==> src/include/uchbp_defines.svh <==
// Constants for the combined host/device bus port
`ifndef UCHBP_DEFINES_SVH
`define UCHBP_DEFINES_SVH
`define UCHBP_CTL_HOST 1'b0
`define UCHBP_CTL_DEV 1'b1
`define UCHBP_WRITE_FLAG 8'h80
`define UCHBP_IDX_HOST_DMA_SETUP 8'h21
`define UCHBP_IDX_HOST_COUNT 8'h22
`define UCHBP_IDX_HOST_ID 8'h27
`define UCHBP_IDX_DEV_DMA_SETUP 8'h71
`define UCHBP_IDX_DEV_COUNT 8'h73
`define UCHBP_SETUP_RESET 16'h0000
`define UCHBP_COUNT_RESET 32'h0000_0000
`define UCHBP_BIT_DMA_ENABLE 0
`define UCHBP_BIT_COUNTER_SELECT 1
`define UCHBP_BYTES_PER_WORD 32'h0000_0002
`define UCHBP_IDX_RESET 8'h00
`define UCHBP_IDLE_WORD 16'h0000
`endif

==> src/include/uchbp_pkg.sv <==
// Types for the combined host/device bus port
package uchbp_pkg;
  typedef struct packed {
    logic [15:0] setup;
    logic [31:0] count;
    logic [31:0] counter;
    logic req;
  } uchbp_chan_t;

  typedef struct packed {
    logic [7:0] index;
    logic phase;
  } uchbp_ptr_t;

  typedef struct packed {
    uchbp_chan_t [1:0] chan;
    uchbp_ptr_t [1:0] ptr;
    logic rd_n_q;
    logic wr_n_q;
    logic [15:0] dout;
    logic oe_n;
  } uchbp_state_t;
endpackage

==> src/uchbp_top.sv <==
// Parallel processor port with command/data port pairs and two DMA slave channels
// Functional notes
// The port has a 16-bit data bus and decodes only two address inputs, giving four port locations.
// With chip select low, codes 00/01/10/11 select host data, host command, device data and device command ports.
// While the read strobe is low the addressed data port is driven onto the bus for the processor to take.
// While the write strobe is low the processor drives a command or data word which the port captures.
// The processor first writes a register index to a command port and then transfers data on the matching data port.
// An index is eight bits in the low byte of the bus word and the processor drives the upper byte as zeros.
// A 32-bit register takes two data phases after its index, low half first and high half second.
// Host index 27h is a read-only identity register returning a 16-bit code on the host data port.
// There are two DMA channels with their own request and acknowledge, channel 1 for host and channel 2 for device.
// The processor system DMA controller is the master of all DMA transfers and the port is only a slave.
// An asserted external end-of-transfer input ends the ongoing DMA transfer.
// Setting the host DMA setup register, read at 21h and written at A1h, enables the internal transfer counter.
// When the enabled counter equals the transfer count (read 22h, written A2h) an internal end-of-transfer ends DMA.
// The low address input selects the command port when high and the data port when low.
// The high address input routes the access to the device side when high and the host side when low.
// The last written index is held per controller so data phases target it until a new index is written.
// After end-of-transfer the channel's DMA request stays low until a new transfer is set up.
`timescale 1ns/1ps
`include "uchbp_defines.svh"

module uchbp_top
  import uchbp_pkg::*;
#(
  parameter logic [15:0] CHIP_IDENTITY = 16'h5a3c
)(
  input wire logic clock,
  input wire logic rstn,
  input wire logic cs_n,
  input wire logic rd_n,
  input wire logic wr_n,
  input wire logic port_kind_select,
  input wire logic controller_select,
  input wire logic [15:0] data_in,
  output logic [15:0] data_out,
  output logic data_oe_n,
  output logic host_dma_request,
  input wire logic host_dma_ack_n,
  output logic device_dma_request,
  input wire logic device_dma_ack_n,
  input wire logic end_of_transfer_in
);

  // ==========================================
  // Reset release
  // Two stages so every register leaves reset on the same edge
  logic rst_meta_reg;
  logic rst_sync_reg;

  always_ff @(posedge clock or negedge rstn) begin
    if (!rstn) begin
      rst_meta_reg <= 1'b0;
      rst_sync_reg <= 1'b0;
    end else begin
      rst_meta_reg <= 1'b1;
      rst_sync_reg <= rst_meta_reg;
    end
  end

  // ==========================================
  // Helpers
  // Command code that writes the register read at idx
  function automatic logic [7:0] write_of(input logic [7:0] idx);
    write_of = idx | `UCHBP_WRITE_FLAG;
  endfunction

  // Byte count after one more acknowledged word
  function automatic logic [31:0] next_count(input logic [31:0] cnt);
    next_count = cnt + `UCHBP_BYTES_PER_WORD;
  endfunction

  // Close a channel: the request stays low until setup is written again
  function automatic uchbp_chan_t end_transfer(input uchbp_chan_t c);
    end_transfer = c;
    end_transfer.req = 1'b0;
    end_transfer.setup[`UCHBP_BIT_DMA_ENABLE] = 1'b0;
  endfunction

  // Only the device count register is 32 bits wide, for its read and write codes alike
  function automatic logic is_wide(input logic ctl, input logic [7:0] idx);
    is_wide = (ctl == `UCHBP_CTL_DEV) && (write_of(idx) == write_of(`UCHBP_IDX_DEV_COUNT));
  endfunction

  function automatic logic [7:0] setup_idx(input logic ctl);
    setup_idx = (ctl == `UCHBP_CTL_DEV) ? `UCHBP_IDX_DEV_DMA_SETUP : `UCHBP_IDX_HOST_DMA_SETUP;
  endfunction

  function automatic logic [7:0] count_idx(input logic ctl);
    count_idx = (ctl == `UCHBP_CTL_DEV) ? `UCHBP_IDX_DEV_COUNT : `UCHBP_IDX_HOST_COUNT;
  endfunction

  function automatic logic [15:0] read_word(input logic ctl, input uchbp_ptr_t p, input uchbp_chan_t c);
    read_word = `UCHBP_IDLE_WORD;
    if (p.index == setup_idx(ctl)) begin
      read_word = c.setup;
    end else if (p.index == count_idx(ctl)) begin
      read_word = p.phase ? c.count[31:16] : c.count[15:0];
    end else if (ctl == `UCHBP_CTL_HOST && p.index == `UCHBP_IDX_HOST_ID) begin
      read_word = CHIP_IDENTITY;
    end
  endfunction

  // ==========================================
  // State
  uchbp_state_t state_reg;
  uchbp_state_t state_next;

  logic rd_start;
  logic wr_start;
  logic ctl;
  logic [1:0] ack_n;
  logic dma_active;
  // Access decode shared by the read path and the register writes
  logic reg_access;
  logic data_read;
  logic setup_hit;
  logic count_hit;

  always_comb begin
    state_next = state_reg;
    state_next.rd_n_q = rd_n;
    state_next.wr_n_q = wr_n;
    ack_n = {device_dma_ack_n, host_dma_ack_n};
    // DMA strobes carry no chip select, so an acknowledge alone claims the bus
    dma_active = !host_dma_ack_n || !device_dma_ack_n;
    rd_start = !rd_n && state_reg.rd_n_q;
    wr_start = !wr_n && state_reg.wr_n_q;
    ctl = controller_select;
    reg_access = !cs_n && !dma_active;
    data_read = !rd_n && reg_access && !port_kind_select;
    setup_hit = state_reg.ptr[ctl].index == write_of(setup_idx(ctl));
    count_hit = state_reg.ptr[ctl].index == write_of(count_idx(ctl));

    // Bus output: drive while a data port or an acknowledged DMA read is active
    state_next.oe_n = 1'b1;
    state_next.dout = `UCHBP_IDLE_WORD;
    if (data_read) begin
      state_next.oe_n = 1'b0;
      // Taken once per strobe: a held strobe must not show the next half of a 32-bit register
      if (rd_start) begin
        state_next.dout = read_word(ctl, state_reg.ptr[ctl], state_reg.chan[ctl]);
      end else begin
        state_next.dout = state_reg.dout;
      end
    end else if (!rd_n && dma_active) begin
      state_next.oe_n = 1'b0;
    end

    // Register port accesses, not taken while a DMA acknowledge owns the bus
    if (reg_access) begin
      if (wr_start && port_kind_select) begin
        // A new index restarts a 32-bit register at its low half
        state_next.ptr[ctl].index = data_in[7:0];
        state_next.ptr[ctl].phase = 1'b0;
      end else if (wr_start) begin
        if (setup_hit) begin
          state_next.chan[ctl].setup = data_in;
          state_next.chan[ctl].counter = `UCHBP_COUNT_RESET;
          state_next.chan[ctl].req = data_in[`UCHBP_BIT_DMA_ENABLE];
        end else if (count_hit) begin
          if (state_reg.ptr[ctl].phase) begin
            state_next.chan[ctl].count[31:16] = data_in;
          end else if (is_wide(ctl, count_idx(ctl))) begin
            state_next.chan[ctl].count[15:0] = data_in;
          end else begin
            // A 16-bit count write clears the upper half
            state_next.chan[ctl].count = {16'h0000, data_in};
          end
        end
        if (is_wide(ctl, state_reg.ptr[ctl].index)) begin
          state_next.ptr[ctl].phase = !state_reg.ptr[ctl].phase;
        end
      end else if (rd_start && !port_kind_select) begin
        if (is_wide(ctl, state_reg.ptr[ctl].index)) begin
          state_next.ptr[ctl].phase = !state_reg.ptr[ctl].phase;
        end
      end
    end

    // DMA channels: one word per acknowledged strobe
    for (int i = 0; i < 2; i++) begin
      if (state_reg.chan[i].req && !ack_n[i]) begin
        if (rd_start || wr_start) begin
          state_next.chan[i].counter = next_count(state_reg.chan[i].counter);
          // Counter select picks the internal end; the external end is honoured whenever acknowledged
          if (state_reg.chan[i].setup[`UCHBP_BIT_COUNTER_SELECT] &&
              next_count(state_reg.chan[i].counter) == state_reg.chan[i].count) begin
            state_next.chan[i] = end_transfer(state_next.chan[i]);
          end
        end
        if (end_of_transfer_in) begin
          state_next.chan[i] = end_transfer(state_next.chan[i]);
        end
      end
    end
  end

  always_ff @(posedge clock or negedge rst_sync_reg) begin
    if (!rst_sync_reg) begin
      for (int i = 0; i < 2; i++) begin
        state_reg.chan[i].setup <= `UCHBP_SETUP_RESET;
        state_reg.chan[i].count <= `UCHBP_COUNT_RESET;
        state_reg.chan[i].counter <= `UCHBP_COUNT_RESET;
        state_reg.chan[i].req <= 1'b0;
        state_reg.ptr[i].index <= `UCHBP_IDX_RESET;
        state_reg.ptr[i].phase <= 1'b0;
      end
      state_reg.rd_n_q <= 1'b1;
      state_reg.wr_n_q <= 1'b1;
      state_reg.dout <= `UCHBP_IDLE_WORD;
      state_reg.oe_n <= 1'b1;
    end else begin
      state_reg <= state_next;
    end
  end

  // ==========================================
  // Outputs
  // Every output is a field of the state register
  assign data_out = state_reg.dout;
  assign data_oe_n = state_reg.oe_n;
  assign host_dma_request = state_reg.chan[0].req;
  assign device_dma_request = state_reg.chan[1].req;

endmodule

==> config.mk <==
export PLATFORM = sky130hd
export DESIGN_NAME = uchbp_top
export DESIGN_NICKNAME = d
export VERILOG_FILES = /design/src/include/uchbp_pkg.sv /design/src/uchbp_top.sv
export VERILOG_INCLUDE_DIRS = /design/src /design/src/include
export SDC_FILE = /design/constraint.sdc
export NUM_CORES = 1
export LEC_CHECK = 0
export ABC_AREA = 0
export BUFFER_PORTS_ARGS = -buffer_cell sky130_fd_sc_hd__buf_2
export CORE_MARGIN = 3
export CORE_UTILIZATION = 25
export CTS_CLUSTER_SIZE = 10
export DETAILED_ROUTE_END_ITERATION = 7
export SLEW_MARGIN = 20
export SYNTH_ARGS = -nofsm -noshare
export SYNTH_HDL_FRONTEND = slang
export SYNTH_SLANG_ARGS = --single-unit
==> constraint.sdc <==
create_clock -name clock -period 5.8 [get_ports clock]
set_input_delay 0.29 -clock clock [delete_from_list [all_inputs] [get_ports clock]]
set_output_delay 0.29 -clock clock [all_outputs]
set_load 0.05 [all_outputs]
* Word level (Yosys, flattened, before mapping)
Index checks and enable logic that the tools add are counted.
Widths: inputs -> output; s select.
** Cells by class
- Muxes and demuxes :: 58
- Bitwise operators :: 1
- Order comparisons :: 2
- Add/sub/neg operators :: 2
- Equality and inequality tests :: 10
- Reductions and logical operators :: 28
** Operators with widths (number)
- $bwmux 162 :: 6
- $mux 162 :: 6
- $mux 66 :: 8
- $demux 81 s1 :: 6
- $mux 81 :: 3
- $mux 180 :: 1
- $mux 65 :: 2
- $mux 16 :: 5
- $mux 18 :: 4
- $add 32x2->32 const B :: 2
- $eq 32x32->1 :: 2
- $bwmux 18 :: 3
- $mux 49 :: 1
- $mux 33 :: 1
- $mux 9 :: 3
- $eq 8x8->1 :: 3
- $demux 9 s1 :: 2
- $logic_and 1x1->1 :: 16
- $mux 15 :: 1
- $eq 7x7->1 const B :: 2
- $mux 7 :: 2
- $eq 8x6->1 const B :: 1
- $eq 8x7->1 :: 1
- $logic_not 1->1 :: 8
- other kinds (8) :: 12
** Word-level totals
- Word-level logic and storage cells :: 119
- Bits in registers :: 201
- Input port bits :: 26
- Output and inout port bits :: 19

* Longest topological paths before layout
Gate-level depths: netlist of run 1.
- Word-level depth :: 16
- Depth in mapped cells :: 11

* Worst setup path before layout of run 1
OpenSTA, ideal clock, no wires.
- Path kind :: reg2reg
- Start point :: reg state_reg[39] (netlist name)
- End point :: reg state_reg[102] (netlist name)
- Clock period less this slack :: 2.643 ns
- Cell stages (with the launch flop) :: 11
- Arrival :: 2.515 ns
- Data required time :: 5.672 ns
- Buffers on the path :: 2
- Path slack :: 3.157 ns
- Cells stage by stage :: dfrtp_1 -> ha_1 -> clkbuf_1 -> nand4_1 -> clkbuf_1 -> nor4_1 -> nor3b_1 -> a2111oi_0 -> nand4_1 -> nor4_2 -> nor2_1
** RTL lines
- start, declared :: RTL line uchbp_top.sv:106 : uchbp_state_t state_reg;
- start signal, assigned :: RTL line uchbp_top.sv:214 : state_reg <= state_next;

==> summary.md, run 1 <==
| Metric | Value |
|---|---|
| Post-CTS Resized | `0` |
| Compound-gate portion of the synthesized area | `15.8%` |
| PortBufs | `44` |
| CTS Sinks | `201` |
| Worst rel slew slack | `30.7%` |
| Layout cells sized above 1 | `between 15 and 20%` |
| Main combinational cell family by area after synthesis | `simple AND/OR/NAND/NOR gates` |
| Fillers | `4807` |
| Hold Path Class | `in2reg` |
| Async SR Flop Fraction | `100%` |
| Leakage power | `5.59 nW` |
| Final Max Slew Viols | `0` |
| PD cells | `231 nW/um2` |
| Initial drt markers | `676` |
| Final non-filler cell total | `1803` |
| Most frequent cells in the layout | `dfrtp_1 (197), nand2_1 (113), o21ai_0 (108)` |
| Wire length on met2 | `15.6 mm` |
| Mux cell area share after synthesis | `12.6%` |
| Critical path data required time | `about 6.2 ns` |
| Startpoint type of the worst setup path | `register` |
| Final #Nets | `about 1200` |
| Commonest non-fill, non-tap cell in the layout | `dfrtp_1` |
| CP endpoint kind | `register` |
| Via count | `around 9500` |
| Initial antenna violation count | `0` |
| #FFs+latches synth | `201` |
| Sequential element share of the synthesized area | `43.6%` |
| Synth Instances | `about 1200` |
| Clock period minus worst slack | `3.58 ns` |
| Setup TNS | `0 ns` |
| Unrepaired setup endpoints after global routing | `false` |
| Htree depth | `1` |
| Fin crit share | `61.8%` |
| CP Class | `reg2reg` |
| Row cnt | `between 70 and 80` |
| Simple-Gate Fraction of Synth Area | `18.0%` |
| Cell Area, Synth | `~12000 um2` |
| Max Clock Skew | `between 0.01 and 0.015 ns` |
| Number of enable flip-flop cells after synthesis | `0` |
| Reg clk slew, reported paths | `0.06 ns` |
| CP max FO | `12` |
| ANT cells | `0` |
| Pin count of the biggest net entering global routing | `78` |
| CTS tree | `done` |
| Max-cap violations | `0` |
| Number of synthesis warnings | `0` |
| DIE HEIGHT | `~220 um` |
| Post-DP HPWL | `24.1 mm` |
| VDD IR max | `0.167 mV` |
| Remaining global-route overflow | `0` |
| Fin. Hold Viols | `0` |
| Root Driver | `clkbuf_16` |
| CTS buffer count | `25` |
| Avg Cell Area, Syn | `9.65 um2` |
| Drt first pass iters | `5` |
| Area Overhead vs Synth | `12.0%` |
| Vias in the first global route | `8921` |
| Io pins | `45` |
| Worst Tran Pin Value | `1.04 ns` |
| Vias per inst | `5.25` |
| Final WL | `roughly 34 mm` |
| Arrival time worst endpoint | `roughly 4 ns` |
| DRT met1 WL | `15.4 mm` |
| Ys flop type | `dfrtp_1` |
| Core ar. | `45500 um2` |
| Post-Place Cells | `approximately 1800` |
| Setup Viol. Count Final | `0` |
| ANT nets after route | `0` |
| Total GRT Usage | `13.5%` |
| Status | `finished clean` |
| Starting Density | `25.4%` |
| Clk buf depth | `3` |
| Routed WL per cell | `19.0 um` |
| Distinct cells, synth | `84` |
| Drt drc | `0` |
| Synth Area in Adders | `0.303%` |
| Top layer reached by signal wires | `met4` |
| Final GP Congestion | `0.941` |
| Routed length on met3 | `just over 2 mm` |
| Fmax | `279 MHz` |
| Die W | `221 um` |
| Net count after synthesis | `1225` |
| Die area | `48800 um2` |
| XOR/XNOR share of the synthesized area | `roughly 5.5%` |
| Clk_lat worst skew | `between 0.5 and 0.6 ns` |
| First-pass GRT wire length | `53.5 mm` |
## per-layer routing
layer / track usage, % / vias to the layer above
met2: 21.2 / 360
met1: 19.2 / 4697
met5: 0 / -
met3: 1.66 / 61
li1: - / 4349
met4: 4.82 / 0
## where the power goes
part | switching (mW) | total, mW | leakage [nW] | internal [mW]
logic | 0.104 | 0.149 | 2.48 | 0.0449
registers | 0.0144 | 1.43 | 2.76 | 1.42
clock network | 0.579 | 1.41 | 0.347 | 0.827
## metrics by stage
step | setup WS (ns) | instance area [um2] | power [mW] | hold slack, ns | util, %
after floorplan | 2.49 | 11500 | 1.55 | -0.00559 | -
after global placement | 2.22 | 12200 | 1.60 | 0.0777 | 26.8
after detailed placement | 2.13 | 12200 | 1.61 | 0.0776 | 26.8
after CTS | 2.27 | 12900 | 3.03 | 0.0477 | 28.4
after global routing | 1.87 | 12900 | 3.11 | 0.0671 | 28.4
final | 2.22 | 12900 | 2.99 | 0.0802 | 28.4
## final timing paths
kind,start,end,slack [ns],depth (start not counted)
min in group asynchronous,rstn,rst_sync_reg$_DFF_PN0_,0.10,2
max in group asynchronous,rst_sync_reg$_DFF_PN0_,async pin,3.89,2
max reg2reg,state_reg[39]$_DFF_PN0_,state_reg[102]$_DFF_PN0_,2.22,8
max,state_reg[39]$_DFF_PN0_,state_reg[102]$_DFF_PN0_,2.22,8
min,device_dma_ack_n,data_oe_n$_DFF_PN1_,0.08,2
min reg2reg,rst_sync_reg$_DFF_PN0_,async pin,0.26,0
## cell usage after synthesis, types with 11 or more instances
library cell | n | share of area [%]
nand4_1 | 31 | 1.7
clkbuf_1 | 58 | 1.9
mux2_2 | 95 | 9.3
a31oi_1 | 11 | 0.60
xnor2_1 | 50 | 3.8
xor2_1 | 22 | 1.7
nand2_1 | 113 | 3.7
or3_1 | 11 | 0.60
inv_1 | 13 | 0.42
o21ai_0 | 108 | 4.7
nand3_1 | 26 | 1.1
nor2_1 | 91 | 3.0
dfrtp_1 | 198 | 43
nor4_1 | 14 | 0.76
a21oi_1 | 34 | 1.5
o31ai_1 | 26 | 1.7
mux2i_1 | 37 | 3.2
buf_4 | 16 | 1.0
o22ai_1 | 23 | 1.2
nor3_1 | 20 | 0.87
buf_2 | 16 | 0.69
and2_1 | 16 | 0.87
a22o_1 | 18 | 1.4
## worst max-delay path, stage by stage (launching register included)
cell and delay (ns):
dfrtp_1 0.44, ha_1 0.37, nand4_1 0.57, nor4_1 0.75, nor3b_1 0.10, a2111oi_0 0.50, nand4_1 0.17, nor4_2 0.46
nor2_1 0.09
## cell type report
cell class | instances | area (um2) | share of cell area (%)
Timing Repair Buffer | 60 | 352 | 2.72
Clock buffer | 39 | 708 | 5.48
Multi-Input combinational cell | 888 | 6020 | 46.6
Sequential cell | 201 | 5040 | 38.9
Clock inverter | 2 | 12.5 | 0.0967
Inverter | 13 | 48.8 | 0.377
Tap cell | 600 | 751 | 5.80
## kinds of logic after synthesis
kind of cell	Yosys count
XOR/XNOR	72
adder cells (fa/ha/maj)	3
buffers and inverters	108
AO/OA/AOI/OAI	282
other	1
AND/OR/NAND/NOR	397
flip-flops	201
multiplexers	133
## what timing repair did
item,CTS,global route
endpoints found under the hold margin,4,0
buffers inserted,0,0
hold buffers,3,0
(Power assumes the default switching activity.)
==> inputs of run 2 (changes only) <==
==> constraint.sdc (replaced) <==
create_clock -name clock -period 2.9 [get_ports clock]
set_input_delay 0.145 -clock clock [delete_from_list [all_inputs] [get_ports clock]]
set_output_delay 0.145 -clock clock [all_outputs]
set_load 0.05 [all_outputs]
==> summary.md, run 2 (synthesis results as in run 1) <==
| Metric | Value |
|---|---|
| Routed WL per cell | `18.4 um (-2.9%)` |
| Die area | `48800 um2 (unchanged)` |
| Final non-filler cell total | `1888 (+4.7%)` |
| Total GRT Usage | `13.9% (+0.42 points)` |
| Core ar. | `45500 um2 (unchanged)` |
| Fmax | `355 MHz (+27%)` |
| ANT cells | `0 (unchanged)` |
| Internal Power | `4.58 mW (+100%)` |
| Startpoint type of the worst setup path | `register` |
| Layout cells sized above 1 | `22.0% (+3.9 points)` |
| PortBufs | `44 (unchanged)` |
| Setup TNS | `0 ns (unchanged)` |
| Sequential Area | `5040 um2 (about the same)` |
| Io pins | `45 (unchanged)` |
| Fin crit share | `97.0% (+35 points)` |
| Switch share | `23.3% (about the same)` |
| Hold slack | `0.0389 ns (-0.0413 ns)` |
| Vias in the first global route | `9383 (+5.2%)` |
| Final WL | `34.8 mm (+1.7%)` |
| Pin count of the biggest net entering global routing | `55 (-29%)` |
| Arrival time worst endpoint | `3.21 ns (-0.76 ns)` |
| Most frequent cells in the layout | `dfrtp_1 (195), nand2_1 (113), o21ai_0 (108)` |
| CTS Sinks | `201 (unchanged)` |
| Max Clock Skew | `0.0262 ns (+0.0138 ns)` |
| First-pass GRT wire length | `54.7 mm (+2.2%)` |
| Worst Tran Pin Value | `1.11 ns (+0.0729 ns)` |
| Starting Density | `25.4% (unchanged)` |
| Reg clk slew, reported paths | `0.06 ns (about the same)` |
| Comb pwr share | `5.5% (+0.5 points)` |
| Worst rel slew slack | `25.9% (-4.9 points)` |
| Final Total Pwr | `5.98 mW (+100%)` |
| Via count | `9643 (+1.9%)` |
| Remaining global-route overflow | `0 (unchanged)` |
| Row cnt | `78 (unchanged)` |
| Switching pwr | `1.40 mW (+100%)` |
| Vias per inst | `5.11 (-2.7%)` |
| Final Max Slew Viols | `0 (unchanged)` |
| Final GP Congestion | `0.888 (-5.6%)` |
| Critical path data required time | `3.30 ns (-2.89 ns)` |
| Hold Path Class | `in2reg` |
| Clock period minus worst slack | `2.81 ns (-0.768 ns)` |
| Fillers | `4787 (-0.42%)` |
| DIE HEIGHT | `221 um (unchanged)` |
| VDD IR max | `0.502 mV (+200%)` |
| Drt drc | `0 (unchanged)` |
| R2r worst-path depth | `8 (unchanged)` |
| Commonest non-fill, non-tap cell in the layout | `dfrtp_1` |
| Unrepaired setup endpoints after global routing | `false` |
| Setup Viol. Count Final | `0 (unchanged)` |
| Worst hold stages | `3 (+1)` |
| Drt first pass iters | `5 (unchanged)` |
| Initial antenna violation count | `0 (unchanged)` |
| Final setup margin | `0.0861 ns (-2.13 ns)` |
| Area Overhead vs Synth | `18.1%` |
| CP Class | `reg2reg` |
| Leakage power | `5.98 nW (+6.9%)` |
| ANT nets after route | `0 (unchanged)` |
| PD cells | `439 nW/um2 (+90%)` |
| Htree depth | `1 (unchanged)` |
| Clock power share | `46.4% (-0.6 points)` |
| Final #Nets | `1298 (+6.7%)` |
| Place WS | `0.0506 ns (-2.08 ns)` |
| Max-cap violations | `0 (unchanged)` |
| Sequential share of power | `48.1% (about the same)` |
| CP max FO | `3 (-9)` |
| Root Driver | `clkbuf_16` |
| Status | `finished clean` |
| Post-DP HPWL | `25.3 mm (+4.9%)` |
| Initial drt markers | `707 (+4.6%)` |
| Fin. Hold Viols | `0 (unchanged)` |
| CTS buffer count | `24 (-4.0%)` |
| CTS tree | `done` |
| CP endpoint kind | `register` |
| Area of the multi-input gates | `6050 um2 (+0.42%)` |
| Clk_lat worst skew | `0.54 ns (+0.02 ns)` |
| Clk buf depth | `3 (unchanged)` |
| Post-Place Cells | `1817 (+3.3%)` |
| Die W | `221 um (unchanged)` |
## run 2: path summary, 6_finish.rpt
check	slack, ns	end	startpoint
worst max-delay path	0.09	state_reg[183]$_DFF_PN0_	state_reg[18]$_DFF_PN1_
worst min-delay path	0.04	register	data_in[0]
worst max register to register	0.09	state_reg[183]$_DFF_PN0_	state_reg[18]$_DFF_PN1_
worst min register to register	0.35	rst_sync_reg$_DFF_PN0_	rst_meta_reg$_DFF_PN0_
max in group asynchronous	1.63	state_reg[141]$_DFF_PN0_	rst_sync_reg$_DFF_PN0_
min in group asynchronous	0.38	state_reg[47]$_DFF_PN0_	rst_sync_reg$_DFF_PN0_
## run 2: power groups by stage
stage	clock network, mW	registers, mW	logic (mW)
after global placement	0	2.92	0.304
after floorplan	0	2.95	0.143
after detailed placement	0	2.93	0.306
after global routing	2.97	2.88	0.365
final	2.77	2.88	0.332
after CTS	2.85	2.88	0.330
## run 2: what timing repair did
action,in CTS,in global routing
hold buffers,22,0
buffers inserted,0,5
resized for setup,0,9
endpoints found under the setup margin,0,4
hold endpoints to repair,53,0
## run 2: stage by stage
step                area (um2)  util, %
CTS                      13600     29.8
global placement         12600     27.8
floorplan                11600        -
detailed placement       12600     27.8
finish                   13600     30.0
global route             13600     30.0
## run 2: layer usage
layer | part of all wire, % | up-vias | GRT usage [%]
li1 | - | 4506 | -
met1 | 45 | 4783 | 19.2
met2 | 47 | 310 | 22.4
met3 | 5.3 | 44 | 1.98
met4 | 3.0 | 0 | 4.76
met5 | 0 | - | 0
## run 2: layout make-up
cell class | instances | area share (%)
repair buffers | 142 | 7.60
clock buffers | 44 | 5.19
well taps | 600 | 5.51
flip-flops and latches | 201 | 37.0
multi-input cells | 888 | 44.4
inverters | 13 | 0.358
## run 2: worst max-delay path, stage by stage (launching register included)
cell and delay (ns):
dfstp_2 0.53, nor2b_1 0.41, o211a_1 0.23, nand4_1 0.11, nor4_1 0.51, nand4_1 0.17, a2111o_1 0.39, o41ai_2 0.26
nor2_1 0.08
==> inputs of run 3 (changes only) <==
--- a/config.mk
+++ b/config.mk
@@ -8,7 +8,6 @@
 export LEC_CHECK = 0
 export ABC_AREA = 0
 export BUFFER_PORTS_ARGS = -buffer_cell sky130_fd_sc_hd__buf_2
-export CORE_MARGIN = 3
 export CORE_UTILIZATION = 25
 export CTS_CLUSTER_SIZE = 10
 export DETAILED_ROUTE_END_ITERATION = 7
==> constraint.sdc (replaced) <==
create_clock -name clock -period 2.3 [get_ports clock]
set_input_delay 0.115 -clock clock [delete_from_list [all_inputs] [get_ports clock]]
set_output_delay 0.115 -clock clock [all_outputs]
set_load 0.05 [all_outputs]
==> summary.md, run 3 (synthesis results as in run 1) <==
| Metric | Value |
|---|---|
| Status | `finished, violations left` |
| Failing checks | `setup timing` |
| CP Class | `reg2reg` |
| VDD IR max | `0.518 mV (+3.3%)` |
| R2r worst-path depth | `10 (+2)` |
| Core ar. | `45500 um2 (unchanged)` |
| Slowest stage delay, CP | `0.56 ns (+0.03 ns)` |
| CP max FO | `8 (+5)` |
| Worst R2R Start | `state_reg[49]$_DFF_PN0_` |
| Switch share | `23.9% (+0.51 points)` |
| CP endpoint kind | `register` |
| FF-to-FF setup slack | `-0.28 ns (-0.37 ns)` |
| Fin util | `33.8% (+3.8 points)` |
| Startpoint type of the worst setup path | `register` |
| DIE HEIGHT | `217 um (-1.8%)` |
| Finished Cell Area | `15400 um2 (+13%)` |
| Root Driver | `clkbuf_16` |
| PortBufs | `44 (unchanged)` |
| Unrepaired setup endpoints after global routing | `true` |
| Final setup margin | `-0.282 ns (-0.368 ns)` |
| Cell at the slowest stage of the critical path | `or4_4` |
| Routed WL per cell | `18.6 um (+0.72%)` |
| Vias per inst | `5.09 (-0.31%)` |
| Final WL | `38.0 mm (+9.0%)` |
| Area Overhead vs Synth | `33.2%` |
| CP top delay family | `simple AND/OR/NAND/NOR gates` |
| Max-cap violations | `0 (unchanged)` |
| Most frequent cells in the layout | `buf_4 (217), dfrtp_1 (192), nand2_1 (113)` |
| Remaining global-route overflow | `0 (unchanged)` |
| PD cells | `498 nW/um2 (+13%)` |
| Clk buf depth | `3 (unchanged)` |
| Drt drc | `0 (unchanged)` |
| Crit path buf inv count | `2 (+2)` |
| Final Total Pwr | `7.65 mW (+28%)` |
| Internal Power | `5.83 mW (+27%)` |
| Fin crit share | `112% (+15 points)` |
| ANT cells | `0 (unchanged)` |
| Drt first pass iters | `5 (unchanged)` |
| Setup Viol. Count Final | `4 (+4)` |
| CTS buffer count | `25 (+4.2%)` |
| Final #Nets | `1459 (+12%)` |
| Max Clock Skew | `0.00622 ns (-0.0199 ns)` |
| Worst Tran Pin Value | `0.710 ns (-0.402 ns)` |
| Place WS | `-0.308 ns (-0.359 ns)` |
| Worst rel slew slack | `52.3% (+26 points)` |
| Leakage power | `6.92 nW (+16%)` |
| Cell repeated most along the worst path | `or4_4` |
| Crit-path cells | `nand3_4 > or4_4 > buf_8 > or4_4 > a21oi_2 > a311oi_1 > a21o_1 > nor4_2 > buf_4 > nor2_1` |
| Hold Path Class | `in2reg` |
| Final non-filler cell total | `2044 (+8.3%)` |
| Clock power share | `46.7% (+0.3 points)` |
| Reg clk slew, reported paths | `0.06 ns (about the same)` |
| Io pins | `45 (unchanged)` |
| Clock period minus worst slack | `2.58 ns (-0.232 ns)` |
| WP depth | `10 (+2)` |
| Vias in the first global route | `10300 (+9.3%)` |
| Initial antenna violation count | `0 (unchanged)` |
| Commonest non-fill, non-tap cell in the layout | `buf_4` |
| Area of the multi-input gates | `6440 um2 (+6.5%)` |
| Die area | `47100 um2 (-3.6%)` |
| Pin count of the biggest net entering global routing | `69 (+25%)` |
| Fin. Hold Viols | `0 (unchanged)` |
| Comb pwr share | `6.0% (+0.5 points)` |
| Post-Place Cells | `1971 (+8.5%)` |
| Fmax | `387 MHz (+9.0%)` |
| Layout cells sized above 1 | `34.6% (+13 points)` |
| Sequential Area | `5040 um2 (about the same)` |
| Sequential share of power | `47.3% (-0.8 points)` |
| Post-DP HPWL | `27.5 mm (+8.7%)` |
| Fillers | `4668 (-2.5%)` |
| Final GP Congestion | `0.941 (+6.0%)` |
| R2R Path End | `host_dma_request$_DFF_PN0_` |
| Hold slack | `0.0810 ns (+0.0421 ns)` |
| Htree depth | `1 (unchanged)` |
| Clk_lat worst skew | `0.53 ns (about the same)` |
| Critical path data required time | `2.72 ns (-0.58 ns)` |
| First-pass GRT wire length | `58.9 mm (+7.6%)` |
| Row cnt | `78 (unchanged)` |
| Initial drt markers | `650 (-8.1%)` |
| Worst Setup SP | `state_reg[49]$_DFF_PN0_` |
| Worst setup path end | `host_dma_request$_DFF_PN0_` |
| Via count | `10400 (+7.9%)` |
| Final Max Slew Viols | `0 (unchanged)` |
| ANT nets after route | `0 (unchanged)` |
| Starting Density | `25.4% (unchanged)` |
| CTS Sinks | `201 (unchanged)` |
| Switching pwr | `1.83 mW (+31%)` |
| Total GRT Usage | `15.8% (+1.9 points)` |
| Arrival time worst endpoint | `3.00 ns (-0.21 ns)` |
| DP Area | `13900 um2 (+10%)` |
| CTS tree | `done` |
| Setup TNS | `-0.866 ns (-0.866 ns)` |
| Die W | `217 um (-1.8%)` |
-- run 3: cell type report --
| type | count | share of cell area [%] |
|---|---|---|
| Sequential cell | 201 | 32.8 |
| Clock inverter | 3 | 0.0976 |
| Tap cell | 600 | 4.88 |
| Inverter | 13 | 0.317 |
| Clock buffer | 37 | 4.56 |
| Multi-Input combinational cell | 888 | 41.9 |
| Timing Repair Buffer | 302 | 15.5 |
-- run 3: power groups by stage --
stage	registers [mW]	clock network, mW	logic (mW)
2_1_floorplan	3.72	0	0.182
3_3_place_gp	3.68	0	0.399
3_5_place_dp	3.68	0	0.403
4_1_cts	3.62	3.65	0.439
5_1_grt	3.63	3.78	0.496
6_report	3.62	3.57	0.460
-- run 3: worst min path at each step --
stage	from	end	slack, ns	cells after the start
after floorplan	rstn	rst_meta_reg$_DFF_PN0_	-0.18	0
after global placement	rstn	rst_meta_reg$_DFF_PN0_	-0.1	1
after detailed placement	rstn	rst_meta_reg$_DFF_PN0_	-0.1	1
after CTS	host_dma_ack_n	state_reg[102]$_DFF_PN0_	0.05	4
after global routing	host_dma_ack_n	host_dma_request$_DFF_PN0_	0.12	4
final	host_dma_ack_n	state_reg[102]$_DFF_PN0_	0.08	4
-- run 3: routing by layer --
layer  up-vias  share of wire [%]  track usage [%]
met2       292                 47             25.6
met4         0                3.3             5.42
met1      5201                 44             21.2
met3        70                5.3             2.50
li1       4844                  -                -
met5         -                  0                0
-- run 3: repair_timing --
item                       4_1_cts  5_1_grt
buffers inserted                 2        5
cloned                           0        2
hold endpoints to repair        62        0
setup endpoints to repair       62      116
gates resized for setup         17      110
pin swaps                        2        8
hold buffers                    24        0
-- run 3: worst reg2reg max path, stage by stage, from the launching register on --
cell	delay [ns]
dfrtp_1	0.39
nand3_4	0.10
or4_4	0.56
buf_8	0.16
or4_4	0.43
a21oi_2	0.15
a311oi_1	0.06
a21o_1	0.19
nor4_2	0.24
buf_4	0.16
nor2_1	0.04
